$ cat config.mk
export PLATFORM = sky130hd
export DESIGN_NAME = sdram_mode_zero_burst_order
export DESIGN_NICKNAME = d
export VERILOG_FILES = /design/src/mode_zero_pkg.sv /design/src/beat_order.sv /design/src/sdram_mode_zero_burst_order.sv
export VERILOG_INCLUDE_DIRS = /design/src
export SDC_FILE = /design/constraint.sdc
export NUM_CORES = 1
export LEC_CHECK = 0
export BUFFER_PORTS_ARGS = -buffer_cell sky130_fd_sc_hd__buf_2
export CAP_MARGIN = 20
export CORE_AREA = 5 5 142 144
export DETAILED_ROUTE_END_ITERATION = 8
export DIE_AREA = 0 0 147 149
export PLACE_DENSITY = 0.51
export SYNTH_ARGS = -nofsm -noshare
export SYNTH_HDL_FRONTEND = slang
export SYNTH_SLANG_ARGS = --single-unit
export TNS_END_PERCENT = 50
$ cat constraint.sdc
create_clock -name mclk -period 8.4 [get_ports mclk]
set_clock_uncertainty 0.05 [all_clocks]
set_input_delay 2.1 -clock mclk [delete_from_list [all_inputs] [get_ports mclk]]
set_output_delay 2.1 -clock mclk [all_outputs]
set_load 0.05 [all_outputs]
$ cat src/mode_zero_defines.svh
// Constants for the mode register zero block: field positions, codes and timing counts
// How it works
// - Register loads from address pins on set command with all strobes and banks low.
// - Auto-precharge delay after write is programmed recovery plus precharge period.
// - Bit three picks beat order, zero sequential, one interleaved.
// - Bits zero and one pick burst length; on-the-fly uses pin twelve per command.
// - Sequential reads wrap low two bits within nibble, then the other nibble.
// - Interleaved reads give beat k at start column xor k.
// - Chopped reads drive four beats, then hold data and strobe undriven.
// - Writes ignore low column bits; chop picks half by bit two; full writes in order.
// - Fixed four-beat writes start internally two clocks earlier than eight-beat.
// - On-the-fly chopped writes start internally at eight-beat time.
// - Bits two and four to six give column latency in whole clocks.
// - Total read latency is additive latency plus column latency.
// - Loop reset bit clears itself once the reset has been carried out.
// - Bit twelve picks slow or fast exit from precharge power-down.
`ifndef MODE_ZERO_DEFINES_SVH
`define MODE_ZERO_DEFINES_SVH
`define BL_LO 0
`define BT_BIT 3
`define CL_LO_BIT 2
`define CL_HI_LO 4
`define TEST_BIT 7
`define LOOP_RST_BIT 8
`define WR_LO 9
`define PD_EXIT_BIT 12
`define BL_CODE_EIGHT 2'h0
`define BL_CODE_OTF 2'h1
`define BL_CODE_CHOP 2'h2
`define PRECHARGE_PERIOD 5'h0b
`define FAST_EXIT_DELAY 5'h03
`define SLOW_EXIT_DELAY 5'h0a
`define CHOP_PULL_IN 5'h02
`define LOOP_RESET_CYCLES 4'h4
`endif

$ cat src/mode_zero_pkg.sv
// Types shared by the mode register zero block
package mode_zero_pkg;
    typedef enum logic [3:0] {
        st_idle = 4'h1,
        st_wait = 4'h2,
        st_read = 4'h4,
        st_write = 4'h8
    } burst_state_type;
endpackage

$ cat src/beat_order.sv
// Column index of one beat in a read burst
`timescale 1ns/100ps
module beat_order
(
    input wire logic [2:0] start_col,
    input wire logic [2:0] beat,
    input wire logic interleaved,
    output logic [2:0] col
);
    // Interleave xors beat in; sequential wraps low two bits and flips nibble
    always_comb
    begin
        if (interleaved)
            col = start_col ^ beat;
        else
            col = {start_col[2] ^ beat[2], 2'(start_col[1:0] + beat[1:0])};
    end
endmodule

$ cat src/sdram_mode_zero_burst_order.sv
// Mode register zero, burst sequencing and latency timing seen from the device
`timescale 1ns/100ps
`include "mode_zero_defines.svh"
module sdram_mode_zero_burst_order
#(
    parameter int CL_TABLE_0 = 4,
    parameter int WR_TABLE_0 = 16
)
(
    input wire logic mclk,
    input wire logic rst_n,
    input wire logic ck_pin,
    input wire logic cs_n,
    input wire logic ras_n,
    input wire logic cas_n,
    input wire logic we_n,
    input wire logic cke,
    input wire logic [2:0] bank,
    input wire logic [15:0] addr,
    input wire logic [4:0] additive_latency,
    output logic [15:0] mode_reg_zero,
    output logic mode_valid,
    output logic [3:0] column_read_latency,
    output logic [4:0] total_read_latency,
    output logic [4:0] recovery_cycles,
    output logic [4:0] autoprecharge_total_delay,
    output logic [4:0] power_down_exit_delay,
    output logic loop_reset_busy,
    output logic [2:0] read_col,
    output logic read_beat_valid,
    output logic dq_oe,
    output logic dqs_oe,
    output logic [2:0] write_col,
    output logic write_beat_valid,
    output logic [4:0] write_start_pull_in,
    output logic test_mode
);
    import mode_zero_pkg::*;

    //----------------------------------------
    // Synchronisers and link edge detection
    //----------------------------------------
    logic rst_meta, rst_sync;
    logic [24:0] in_meta, in_sync;
    logic ck_last;
    logic ck_rise;

    // Reset release through two flops
    always_ff @(posedge mclk or negedge rst_n)
    begin
        if (!rst_n)
        begin
            rst_meta <= 1'b0;
            rst_sync <= 1'b0;
        end
        else
        begin
            rst_meta <= 1'b1;
            rst_sync <= rst_meta;
        end
    end

    // All pins pass two flops before use
    always_ff @(posedge mclk or negedge rst_sync)
    begin
        if (!rst_sync)
        begin
            in_meta <= 25'h0;
            in_sync <= 25'h0;
            ck_last <= 1'b0;
        end
        else
        begin
            in_meta <= {ck_pin, cs_n, ras_n, cas_n, we_n, cke, bank, addr};
            in_sync <= in_meta;
            ck_last <= in_sync[24];
        end
    end

    assign ck_rise = in_sync[24] & ~ck_last;

    logic s_cs_n, s_ras_n, s_cas_n, s_we_n;
    logic [2:0] s_bank;
    logic [15:0] s_addr;
    logic cmd_mrs, cmd_read, cmd_write;
    assign s_cs_n = in_sync[23];
    assign s_ras_n = in_sync[22];
    assign s_cas_n = in_sync[21];
    assign s_we_n = in_sync[20];
    assign s_bank = in_sync[18:16];
    assign s_addr = in_sync[15:0];
    // Commands register on the link clock rising edge with clock enable high
    assign cmd_mrs = ck_rise & in_sync[19] & ~s_cs_n & ~s_ras_n & ~s_cas_n & ~s_we_n
                     & (s_bank == 3'h0);
    assign cmd_read = ck_rise & in_sync[19] & ~s_cs_n & s_ras_n & ~s_cas_n & s_we_n;
    assign cmd_write = ck_rise & in_sync[19] & ~s_cs_n & s_ras_n & ~s_cas_n & ~s_we_n;

    //----------------------------------------
    // Mode register and decoded fields
    //----------------------------------------
    logic [15:0] next_mode_reg_zero;
    logic next_mode_valid;
    logic [3:0] loop_count, next_loop_count;
    logic [3:0] cl_code;
    logic [2:0] wr_code;
    logic [3:0] cl_value;
    logic [4:0] wr_value;

    // Bit two is the top bit of the latency code, bits six to four the lower three
    assign cl_code = {mode_reg_zero[`CL_LO_BIT], mode_reg_zero[`CL_HI_LO +: 3]};
    assign wr_code = mode_reg_zero[`WR_LO +: 3];

    // Latency code table: codes 1..10 give 5..14 clocks, code 0 configurable
    always_comb
    begin
        if (cl_code == 4'h0)
            cl_value = 4'(CL_TABLE_0);
        else
            cl_value = 4'(cl_code + 4'h4);
    end

    // Recovery code table: 1..3 give 5..7, 4..7 give 8..14 even, 0 configurable
    always_comb
    begin
        if (wr_code == 3'h0)
            wr_value = 5'(WR_TABLE_0);
        else if (wr_code < 3'h4)
            wr_value = 5'({2'h0, wr_code} + 5'h4);
        else
            wr_value = 5'({wr_code, 1'b0});
    end

    // Load on set command; loop reset bit counts down then clears itself
    always_comb
    begin
        next_mode_reg_zero = mode_reg_zero;
        next_mode_valid = mode_valid;
        next_loop_count = loop_count;
        if (cmd_mrs)
        begin
            next_mode_reg_zero = s_addr;
            next_mode_valid = 1'b1;
            if (s_addr[`LOOP_RST_BIT])
                next_loop_count = `LOOP_RESET_CYCLES;
        end
        else if (loop_count != 4'h0)
        begin
            next_loop_count = 4'(loop_count - 4'h1);
            if (loop_count == 4'h1)
                next_mode_reg_zero[`LOOP_RST_BIT] = 1'b0;
        end
    end

    always_ff @(posedge mclk or negedge rst_sync)
    begin
        if (!rst_sync)
        begin
            mode_reg_zero <= 16'h0;
            mode_valid <= 1'b0;
            loop_count <= 4'h0;
        end
        else
        begin
            mode_reg_zero <= next_mode_reg_zero;
            mode_valid <= next_mode_valid;
            loop_count <= next_loop_count;
        end
    end

    // Registered timing outputs
    always_ff @(posedge mclk or negedge rst_sync)
    begin
        if (!rst_sync)
        begin
            column_read_latency <= 4'h0;
            total_read_latency <= 5'h0;
            recovery_cycles <= 5'h0;
            autoprecharge_total_delay <= 5'h0;
            power_down_exit_delay <= 5'h0;
            loop_reset_busy <= 1'b0;
            test_mode <= 1'b0;
            write_start_pull_in <= 5'h0;
        end
        else
        begin
            column_read_latency <= cl_value;
            total_read_latency <= 5'({1'b0, cl_value} + additive_latency);
            recovery_cycles <= wr_value;
            autoprecharge_total_delay <= 5'(wr_value + `PRECHARGE_PERIOD);
            power_down_exit_delay <= mode_reg_zero[`PD_EXIT_BIT] ? `FAST_EXIT_DELAY
                                                                  : `SLOW_EXIT_DELAY;
            loop_reset_busy <= (loop_count != 4'h0);
            test_mode <= mode_reg_zero[`TEST_BIT];
            // Only fixed chop pulls the internal write in
            write_start_pull_in <= (mode_reg_zero[1:0] == `BL_CODE_CHOP) ? `CHOP_PULL_IN
                                                                          : 5'h0;
        end
    end

    //----------------------------------------
    // Burst sequencer
    //----------------------------------------
    burst_state_type state, next_state;
    logic [4:0] wait_count, next_wait_count;
    logic [2:0] beat, next_beat;
    logic [2:0] start_col, next_start_col;
    logic chop, next_chop;
    logic pending_write, next_pending_write;
    logic cmd_chop;
    logic [2:0] order_col;
    logic next_read_beat_valid, next_write_beat_valid, next_drive;
    logic [2:0] next_write_col;

    // Chop choice: fixed code or pin twelve when on the fly
    always_comb
    begin
        unique case (mode_reg_zero[1:0])
            `BL_CODE_CHOP: cmd_chop = 1'b1;
            `BL_CODE_OTF: cmd_chop = ~s_addr[12];
            default: cmd_chop = 1'b0;
        endcase
    end

    beat_order order_unit
    (
        .start_col(start_col),
        .beat(beat),
        .interleaved(mode_reg_zero[`BT_BIT]),
        .col(order_col)
    );

    // Beats advance one per link clock edge
    always_comb
    begin
        next_state = state;
        next_wait_count = wait_count;
        next_beat = beat;
        next_start_col = start_col;
        next_chop = chop;
        next_pending_write = pending_write;
        next_read_beat_valid = 1'b0;
        next_write_beat_valid = 1'b0;
        next_drive = 1'b0;
        next_write_col = write_col;
        unique case (state)
            st_idle:
            begin
                if (cmd_read | cmd_write)
                begin
                    next_chop = cmd_chop;
                    next_pending_write = cmd_write;
                    next_beat = 3'h0;
                    // Writes ignore low column bits
                    next_start_col = cmd_write ? {s_addr[2] & cmd_chop, 2'h0} : s_addr[2:0];
                    next_wait_count = total_read_latency;
                    next_state = st_wait;
                end
            end
            st_wait:
            begin
                if (ck_rise)
                begin
                    if (wait_count <= 5'h1)
                        next_state = pending_write ? st_write : st_read;
                    else
                        next_wait_count = 5'(wait_count - 5'h1);
                end
            end
            st_read:
            begin
                next_read_beat_valid = ~(chop & beat[2]);
                next_drive = ~(chop & beat[2]);
                if (ck_rise)
                begin
                    next_beat = 3'(beat + 3'h1);
                    if (beat == 3'h7)
                        next_state = st_idle;
                end
            end
            st_write:
            begin
                next_write_col = 3'(start_col + beat);
                next_write_beat_valid = ~(chop & beat[2]);
                if (ck_rise)
                begin
                    next_beat = 3'(beat + 3'h1);
                    if (beat == 3'h7)
                        next_state = st_idle;
                end
            end
        endcase
    end

    always_ff @(posedge mclk or negedge rst_sync)
    begin
        if (!rst_sync)
        begin
            state <= st_idle;
            wait_count <= 5'h0;
            beat <= 3'h0;
            start_col <= 3'h0;
            chop <= 1'b0;
            pending_write <= 1'b0;
            read_col <= 3'h0;
            read_beat_valid <= 1'b0;
            dq_oe <= 1'b0;
            dqs_oe <= 1'b0;
            write_col <= 3'h0;
            write_beat_valid <= 1'b0;
        end
        else
        begin
            state <= next_state;
            wait_count <= next_wait_count;
            beat <= next_beat;
            start_col <= next_start_col;
            chop <= next_chop;
            pending_write <= next_pending_write;
            read_col <= order_col;
            read_beat_valid <= next_read_beat_valid;
            dq_oe <= next_drive;
            dqs_oe <= next_drive;
            write_col <= next_write_col;
            write_beat_valid <= next_write_beat_valid;
        end
    end
endmodule

==> flow_metrics.tcl, run 1 <==
set metrics [dict create \
    cts.sinks 124 \
    die_h_um 149 \
    cp_top_family "flip-flops" \
    fp-row-count 50 \
    syn_avg_cell_area_um2 13.79 \
    setup_ws_ps 5088 \
    fmax_ghz 0.3019 \
    p_leak_nw 2.751 \
    r2r_cells 5 \
    required_ps 6250 \
    r2r_start "in_sync[20]" \
    whs_path_depth 0 \
    final_antenna_net_count 0 \
    route.met2.wl_um 4315 \
    critPathCaptureType "output pin" \
    cts.path.max_buffers 2 \
    setup_violations 0 \
    final_core_util_pct 30.90 \
    cts_resized 0 \
    crit_path_start_kind "flop" \
    max_stage_delay_ps 450 \
    cts-root-buf "clkbuf_16" \
    layout_commonest_cell "dfrtp_1" \
    first_iter_violations 127 \
    critPathKind "reg2out" \
    setup_tns_ps 0 \
    fillers 1862 \
    final_area_um2 5741 \
    synth_ff_type "dfrtp_1" \
    finalPower_mw 1.695 \
    grt-ovfl-total 0 \
    rr_endpoint "loop_count[1]" \
    grt_pass1_wl_um 14990 \
    cts_made_buffers 17 \
    yosysTopAreaCell "dfrtp_1" \
    rrSetupSlack_ps 5880 \
    crit_buf_inv 1 \
    port-buffer-count 83 \
    layout.nets 474 \
    drc 0 \
    dpl_cell_area_um2 5209 \
    crit_chain "buf_2" \
    postCtsHoldBufs 0 \
    synth_top_area_share_pct 67.01 \
    grt_pass1_vias 2971 \
    slew_headroom_pct 30.39 \
    grtUsageTotal_pct 8.815 \
    fin_crit_ps 3312 \
    critPathMaxFanout 6 \
    htree_levels 4 \
    hp-class "reg2reg" \
    synth-warning-count 0 \
    syn_inst 333 \
    start_util_pct 24.72 \
    post-route-period-util_pct 39.43 \
    cp.arrival_ps 1160 \
    async_flop_share_pct 100.0 \
    synth_seq_area_share_pct 67.58 \
    wl_met3_um 621 \
    coreArea_um2 18580 \
    hpwl_um 6544 \
    routedWlPerCell_um 13.34 \
    pin_count 90 \
    whs_endpoint "in_sync[4]" \
    yosys-top-cells-area "dfrtp_1 67%, ha_1 4.6%, mux2_2 2.7%, o21ai_0 2.3%, inv_1 2.1%" \
    chipWidth_um 147 \
    drive_above_1_share_pct 32.41 \
    synth_cell_types 54 \
    first_pass_iters 4 \
    cap_violations 0 \
    hold_start "in_meta[4]" \
    clkSlewWorstSetupHoldPaths_ps 50 \
    die_area_um2 21900 \
    syn-cell-area_um2 4593 \
    vias_per_cell 4.082 \
    tritoncts "built" \
    worstMarginPinSlew_ps 1030 \
    finalHoldViolCount 0 \
    rsz0062_at_grt "no" \
    mostFrequentLayoutCells "122 x dfrtp_1, 83 x buf_2, 26 x inv_1" \
    cpMaxStageDelayCell "dfrtp_1" \
    antenna_found_initial 0 \
    post-place-ws_ps 5078 \
    post_cts_buffers 0 \
    ir_drop_mv 0.1617 \
    synth_edf_count 0 \
    vias 2735 \
    grt_max_degree 63 \
    highest_layer "met4" \
    synth_seq_cells 124 \
    p_per_area_nw_per_um2 295.3 \
    wl_met1_um 3854 \
    status "finished, final reports clean" \
    gp_congestion 0.7813 \
    drv_slew 0 \
    routed_wl_um 8938 \
    clock_latency_ps 410 \
    syn_to_final_growth_pct 24.98 \
]
==> cell families after synthesis <==
| group | share of synthesized area [%] |
|---|---|
| flops | 67.58 |
| other cells | 0.1635 |
| buf+inv | 5.039 |
| simple gates | 7.791 |
| compound gates | 8.009 |
| fa+ha+maj | 5.503 |
| mux | 4.576 |
| xor+xnor | 1.335 |
==> registers in the layout, summed over array words and instances, names as in the netlist, 4 cells and up <==
| name | count |
|---|---|
| wait_count | 5 |
| loop_count | 4 |
| mode_reg_zero | 16 |
| recovery_cycles | 5 |
| autoprecharge_total_delay | 5 |
| in_sync | 25 |
| in_meta | 25 |
| column_read_latency | 4 |
| state | 4 |
| total_read_latency | 5 |
==> power by group <==
| part | leakage [nW] | switching [mW] | total, mW | internal, mW |
|---|---|---|---|---|
| clock network | 0.242 | 0.253 | 0.640 | 0.387 |
| registers | 1.52 | 0.0555 | 0.717 | 0.661 |
| logic | 0.991 | 0.216 | 0.338 | 0.122 |
| total | 2.75 | 0.525 | 1.70 | 1.17 |
==> routing by layer <==
layer  track usage [%]  vias up
met3             4.315       10
met1             10.19     1356
met5                 0        -
met4             3.821        0
met2             13.94       77
li1                  -     1292
==> layout make-up <==
cell class | count | area (um^2) | share of cell area, %
repair buffers | 85 | 430.4 | 7.498
inverters | 26 | 97.59 | 1.700
well taps | 234 | 292.8 | 5.100
flip-flops and latches | 124 | 3108 | 54.14
clock inverters | 11 | 72.57 | 1.264
diodes | 1 | 2.502 | 0.04359
multi-input cells | 169 | 1280 | 22.30
clock buffers | 20 | 456.7 | 7.956
==> worst max path at each step <==
stage	end	slack (ps)	startpoint	cells after the start
floorplan	autoprecharge_total_delay[0]	4640	rst_sync	0
global placement	total_read_latency[4]	5090	additive_latency[0]	8
detailed placement	total_read_latency[4]	5080	additive_latency[0]	8
CTS	mode_reg_zero[9]	5050	mode_reg_zero[9]	1
global route	mode_reg_zero[9]	5020	mode_reg_zero[9]	1
finish	mode_reg_zero[11]	5090	mode_reg_zero[11]	1
==> metrics by stage <==
stage	std cells	hold slack, ps
floorplan	339	281.2
global placement	638	281.5
detailed placement	638	284.7
CTS	669	293.8
global route	669	297.4
finish	670	293.7
==> synthesized netlist by cell type (2+ instances only) <==
master       n
a211oi_1     3
a21o_1       4
a21oi_1      7
a22o_1       3
and3_1       2
buf_2        2
buf_4        9
buf_6        3
clkbuf_1     6
conb_1       2
dfrtp_1    123
fa_1         2
ha_1        17
inv_1       26
mux2_2      11
mux2i_1      6
nand2_1     24
nand2b_1     3
nand3_1      5
nor2_1       7
nor3_1       5
nor4_1       2
nor4b_1      2
o21ai_0     21
o2bb2ai_1    2
or2_2        3
xnor2_1      5
xor2_1       2
==> worst reg2reg max path, cell delays in order, from the launching register on <==
cell and delay (ps):
dfrtp_1 420, or4_4 560, nor4_4 600, buf_4 390
mux2i_1 280, o2bb2ai_1 140
Power figures use the tool's default switching activity.
==> inputs of run 2 (changes only) <==
==> constraint.sdc (replaced) <==
create_clock -name mclk -period 3.1 [get_ports mclk]
set_clock_uncertainty 0.05 [all_clocks]
set_input_delay 0.775 -clock mclk [delete_from_list [all_inputs] [get_ports mclk]]
set_output_delay 0.775 -clock mclk [all_outputs]
set_load 0.05 [all_outputs]
==> run 2 against run 1 <==
Combinational power rose to 2.7 times the previous value. Sequential share of layout area down 0.83 points. Final cell count unchanged. Clock-buffer cell count down 2. Power rose to 2.9 times the previous value. Flip-flop and latch count unchanged. First-iteration DRC count down 42%. Clock power rose to 3.1 times the previous value. Die area unchanged. Routed wire length up 1.7%. Global-route usage up 0.11 points. Largest cell class unchanged.
==> flow_metrics.tcl, run 2 (synthesis gave the netlist of run 1 again) <==
set metrics [dict create \
    drv_slew 0 \
    post-place-ws_ps 972.2 \
    post-route-period-util_pct 68.46 \
    mostFrequentLayoutCells "122 x dfrtp_1, 83 x buf_2, 26 x inv_1" \
    die_h_um 149 \
    status "finished, final reports clean" \
    start_util_pct 24.72 \
    fin_crit_ps 2122 \
    multi_input_area_um2 1280 \
    tritoncts "built" \
    cts-root-buf "clkbuf_16" \
    layout.nets 474 \
    cp.arrival_ps 2360 \
    chipWidth_um 147 \
    final_area_um2 5829 \
    slew_headroom_pct 31.51 \
    timing.hold.ws_ps 90.62 \
    antennaDiodeCount 0 \
    power_frac_seq_pct 39.9 \
    grt-ovfl-total 0 \
    postCtsHoldBufs 0 \
    coreArea_um2 18580 \
    cts_resized 0 \
    vias_per_cell 4.082 \
    grtUsageTotal_pct 8.926 \
    ir_drop_mv 0.4624 \
    routed_wl_um 9090 \
    finalHoldViolCount 0 \
    post_cts_buffers 0 \
    regArea_um2 3108 \
    dpl_cell_area_um2 5221 \
    worstMarginPinSlew_ps 1013 \
    swShare_pct 30.08 \
    grt_pass1_wl_um 15130 \
    layout_commonest_cell "dfrtp_1" \
    drc 0 \
    p_comb_share_pct 19.0 \
    grt_pass1_vias 2921 \
    setup_tns_ps 0 \
    cts.sinks 124 \
    p_leak_nw 2.799 \
    cts_made_buffers 17 \
    fmax_ghz 0.4712 \
    p_int_mw 3.408 \
    switching_power_mw 1.466 \
    pin_count 90 \
    setup_violations 0 \
    htree_levels 4 \
    port-buffer-count 83 \
    hpwl_um 6527 \
    critPathMaxFanout 10 \
    fillers 1861 \
    reg.largest.list "in_meta: 25 flops, in_sync: 25 flops, mode_reg_zero: 16 flops" \
    die_area_um2 21900 \
    final_antenna_net_count 0 \
    hp-class "in2async" \
    first_pass_iters 4 \
    p_per_area_nw_per_um2 836.1 \
    grt_max_degree 71 \
    clkSlewWorstSetupHoldPaths_ps 60 \
    critPathKind "reg2reg" \
    rsz0062_at_grt "no" \
    required_ps 3340 \
    vias 2735 \
    routedWlPerCell_um 13.57 \
    power.share.clock_pct 41.1 \
    cts.path.max_buffers 2 \
    gp_congestion 0.7724 \
    drive_above_1_share_pct 32.80 \
    first_iter_violations 74 \
    critPathCaptureType "flop" \
    antenna_found_initial 0 \
    syn_to_final_growth_pct 26.91 \
    crit_path_start_kind "flop" \
    fp-row-count 50 \
    cap_violations 0 \
    clock_latency_ps 410 \
    finalPower_mw 4.874 \
    setup_ws_ps 977.7 \
]
run 2: changes by cell type in the layout (fill, tap and decap cells not counted):
cell        delta
clkbuf_8       -1
inv_6          +2
buf_4          -1
buf_12         +1
clkinv_4       +1
clkinvlp_4     -2
clkinv_2       -1
bufinv_16      +3
diode_2        -1
clkbuf_1       -1
run 2: final timing paths:
| kind | from | end | slack [ps] | cells after the start |
|---|---|---|---|---|
| max | state[0] | wait_count[1] | 980 | 4 |
| min | rst_n | rst_sync | 90 | 1 |
| max reg2reg | state[0] | wait_count[1] | 980 | 4 |
| min reg2reg | in_meta[11] | in_sync[11] | 300 | 0 |
| max in group asynchronous | rst_sync | state[0] | 1830 | 1 |
| min in group mclk | in_meta[11] | in_sync[11] | 300 | 0 |
run 2: routing by layer:
metal	track usage (%)	wire [um]	vias up
met4	4.334	190	0
li1	-	-	1289
met1	11.08	4088	1350
met3	3.191	456	17
met5	0	0	-
met2	13.87	4355	79
run 2: area by class of cell:
class | count | share of cell area, %
clock buffer | 18 | 7.534
timing repair buffer | 85 | 7.598
sequential | 124 | 53.32
multi-input combinational | 169 | 21.96
tap | 234 | 5.023
clock inverter | 14 | 2.898
inverter | 26 | 1.674
run 2: critical path, stage by stage (launching register included):
cell,delay [ps]
dfstp_2,600
nor4b_1,400
and3_1,440
or2_4,220
mux2_4,290
run 2: per-stage QoR:
stage	instances	utilization, %
finish	670	31.37
detailed placement	638	28.10
global placement	638	28.10
CTS	670	31.37
global route	670	31.37
floorplan	339	-
run 2: power groups by stage:
stage	Combinational (mW)	Clock (mW)	Sequential [mW]
final	0.927	2.00	1.95
after global routing	1.01	2.14	1.97
after CTS	0.939	2.06	1.95
after detailed placement	0.934	0	1.97
after global placement	0.912	0	1.97
after floorplan	0.596	0	2.12
==> inputs of run 3 (changes only) <==
==> constraint.sdc (replaced) <==
create_clock -name mclk -period 2.2 [get_ports mclk]
set_clock_uncertainty 0.05 [all_clocks]
set_input_delay 0.55 -clock mclk [delete_from_list [all_inputs] [get_ports mclk]]
set_output_delay 0.55 -clock mclk [all_outputs]
set_load 0.05 [all_outputs]
==> run 3 against run 2 <==
Hold slack better by 110 ps. Core utilization increased by 0.55 points. Die area stayed put. Flip-flop and latch count stayed put. Clock power increased by 42%. Via count increased by 0.48%. Final cell count up 1.5%. Routed wire length rose by 3.3%. Critical path type unchanged.
==> flow_metrics.tcl, run 3 (synthesis gave the netlist of run 1 again) <==
set metrics [dict create \
    final_area_um2 5931 \
    regArea_um2 3108 \
    post-route-period-util_pct 91.98 \
    timing.hold.ws_ps 202.9 \
    fin_crit_ps 2024 \
    hpwl_um 6871 \
    rsz0062_at_grt "no" \
    p_leak_nw 2.865 \
    setup_tns_ps 0 \
    routedWlPerCell_um 13.81 \
    rrSetupSlack_ps 180 \
    cp_top_family "simple AND/OR/NAND/NOR gates" \
    setup_violations 0 \
    critPathMaxFanout 11 \
    fp-row-count 50 \
    fillers 1836 \
    pin_count 90 \
    max_stage_delay_ps 580 \
    required_ps 2430 \
    reg.largest.list "in_meta: 25 flops, in_sync: 25 flops, mode_reg_zero: 16 flops" \
    final_antenna_net_count 0 \
    die_area_um2 21900 \
    critPathKind "reg2reg" \
    crit_buf_inv 0 \
    tritoncts "built" \
    clock_latency_ps 400 \
    finalNonFillerCells 680 \
    dpl_cell_area_um2 5314 \
    first_iter_violations 121 \
    cts.sinks 124 \
    drc 0 \
    htree_levels 4 \
    dp.cells 647 \
    mostFrequentLayoutCells "122 x dfrtp_1, 83 x buf_2, 26 x inv_1" \
    critPathCaptureType "flop" \
    drv_slew 0 \
    cts-root-buf "clkbuf_16" \
    grt_max_degree 36 \
    worstMarginPinSlew_ps 515.5 \
    finalHoldViolCount 0 \
    grtUsageTotal_pct 9.027 \
    antennaDiodeCount 0 \
    status "finished, final reports clean" \
    multi_input_area_um2 1280 \
    layout.nets 484 \
    drive_above_1_share_pct 34.08 \
    routed_wl_um 9389 \
    fmax_ghz 0.4942 \
    hp-class "in2reg" \
    layout_commonest_cell "dfrtp_1" \
    cap_violations 0 \
    first_pass_iters 4 \
    antenna_found_initial 0 \
    crit_path_start_kind "flop" \
    slew_headroom_pct 65.37 \
    die_h_um 149 \
    grt-ovfl-total 0 \
    crit_chain "or4b_4 > a211oi_4 > or2_4 > mux2_4" \
    coreArea_um2 18580 \
    cpMaxStageDelayCell "or4b_4" \
    cp.arrival_ps 2260 \
    clkSlewWorstSetupHoldPaths_ps 60 \
    p_per_area_nw_per_um2 1171 \
    ir_drop_mv 0.5753 \
    gp_congestion 0.7718 \
    grt_pass1_vias 3027 \
    syn_to_final_growth_pct 29.12 \
    cts_made_buffers 17 \
    chipWidth_um 147 \
    vias 2748 \
    start_util_pct 24.72 \
    grt_pass1_wl_um 15560 \
    vias_per_cell 4.041 \
    cts.path.max_buffers 2 \
    port-buffer-count 83 \
]
-- run 3: cell types whose count changed in the layout (fill, tap and decap cells not counted), sizes merged --
cell	previous run	this run
clkinvlp	5	3
clkinv	4	5
dlygate4sd3	0	1
inv	28	29
buf	85	94
-- run 3: metal layers --
metal	up-vias	global-route usage (%)	routed length, um
li1	1306	-	-
met3	11	2.856	402
met2	70	14.38	4484
met5	-	0	0
met4	0	4.147	131
met1	1361	11.24	4370
-- run 3: through the flow --
step | setup slack (ps) | total power, mW | util (%)
after global routing | 56.17 | 7.317 | 31.92
after global placement | 228.5 | 4.108 | 28.60
after detailed placement | 180.5 | 4.165 | 28.60
after CTS | 174.8 | 7.042 | 31.92
after floorplan | 83.80 | 3.825 | -
final | 176.5 | 6.943 | 31.92
-- run 3: final timing paths --
kind	cells after the start	startpoint	end
min	1	addr[10]	in_meta[10]
max	4	state[1]	wait_count[1]
max reg2reg	4	state[1]	wait_count[1]
max in group asynchronous	1	rst_sync	state[0]
min reg2reg	0	rst_sync	mode_reg_zero[14]
min in group asynchronous	0	rst_sync	mode_reg_zero[14]
-- run 3: power by group --
| part | leakage (nW) | total (mW) | internal (mW) | switching (mW) |
|---|---|---|---|---|
| registers | 1.52 | 2.74 | 2.52 | 0.214 |
| clock network | 0.293 | 2.83 | 1.81 | 1.02 |
| logic | 1.05 | 1.38 | 0.511 | 0.864 |
-- run 3: timing repair --
item / 4_1_cts / 5_1_grt
hold buffers: 1 / 0
hold endpoints to repair: 2 / 0
buffers inserted: 0 / 0
gates resized for setup: 0 / 0
-- run 3: layout make-up --
type,count,share of cell area (%)
Clock buffer,18,7.405
Clock inverter,14,2.827
Inverter,26,1.646
Multi-Input combinational cell,169,21.58
Sequential cell,124,52.41
Tap cell,234,4.937
Timing Repair Buffer,95,9.198
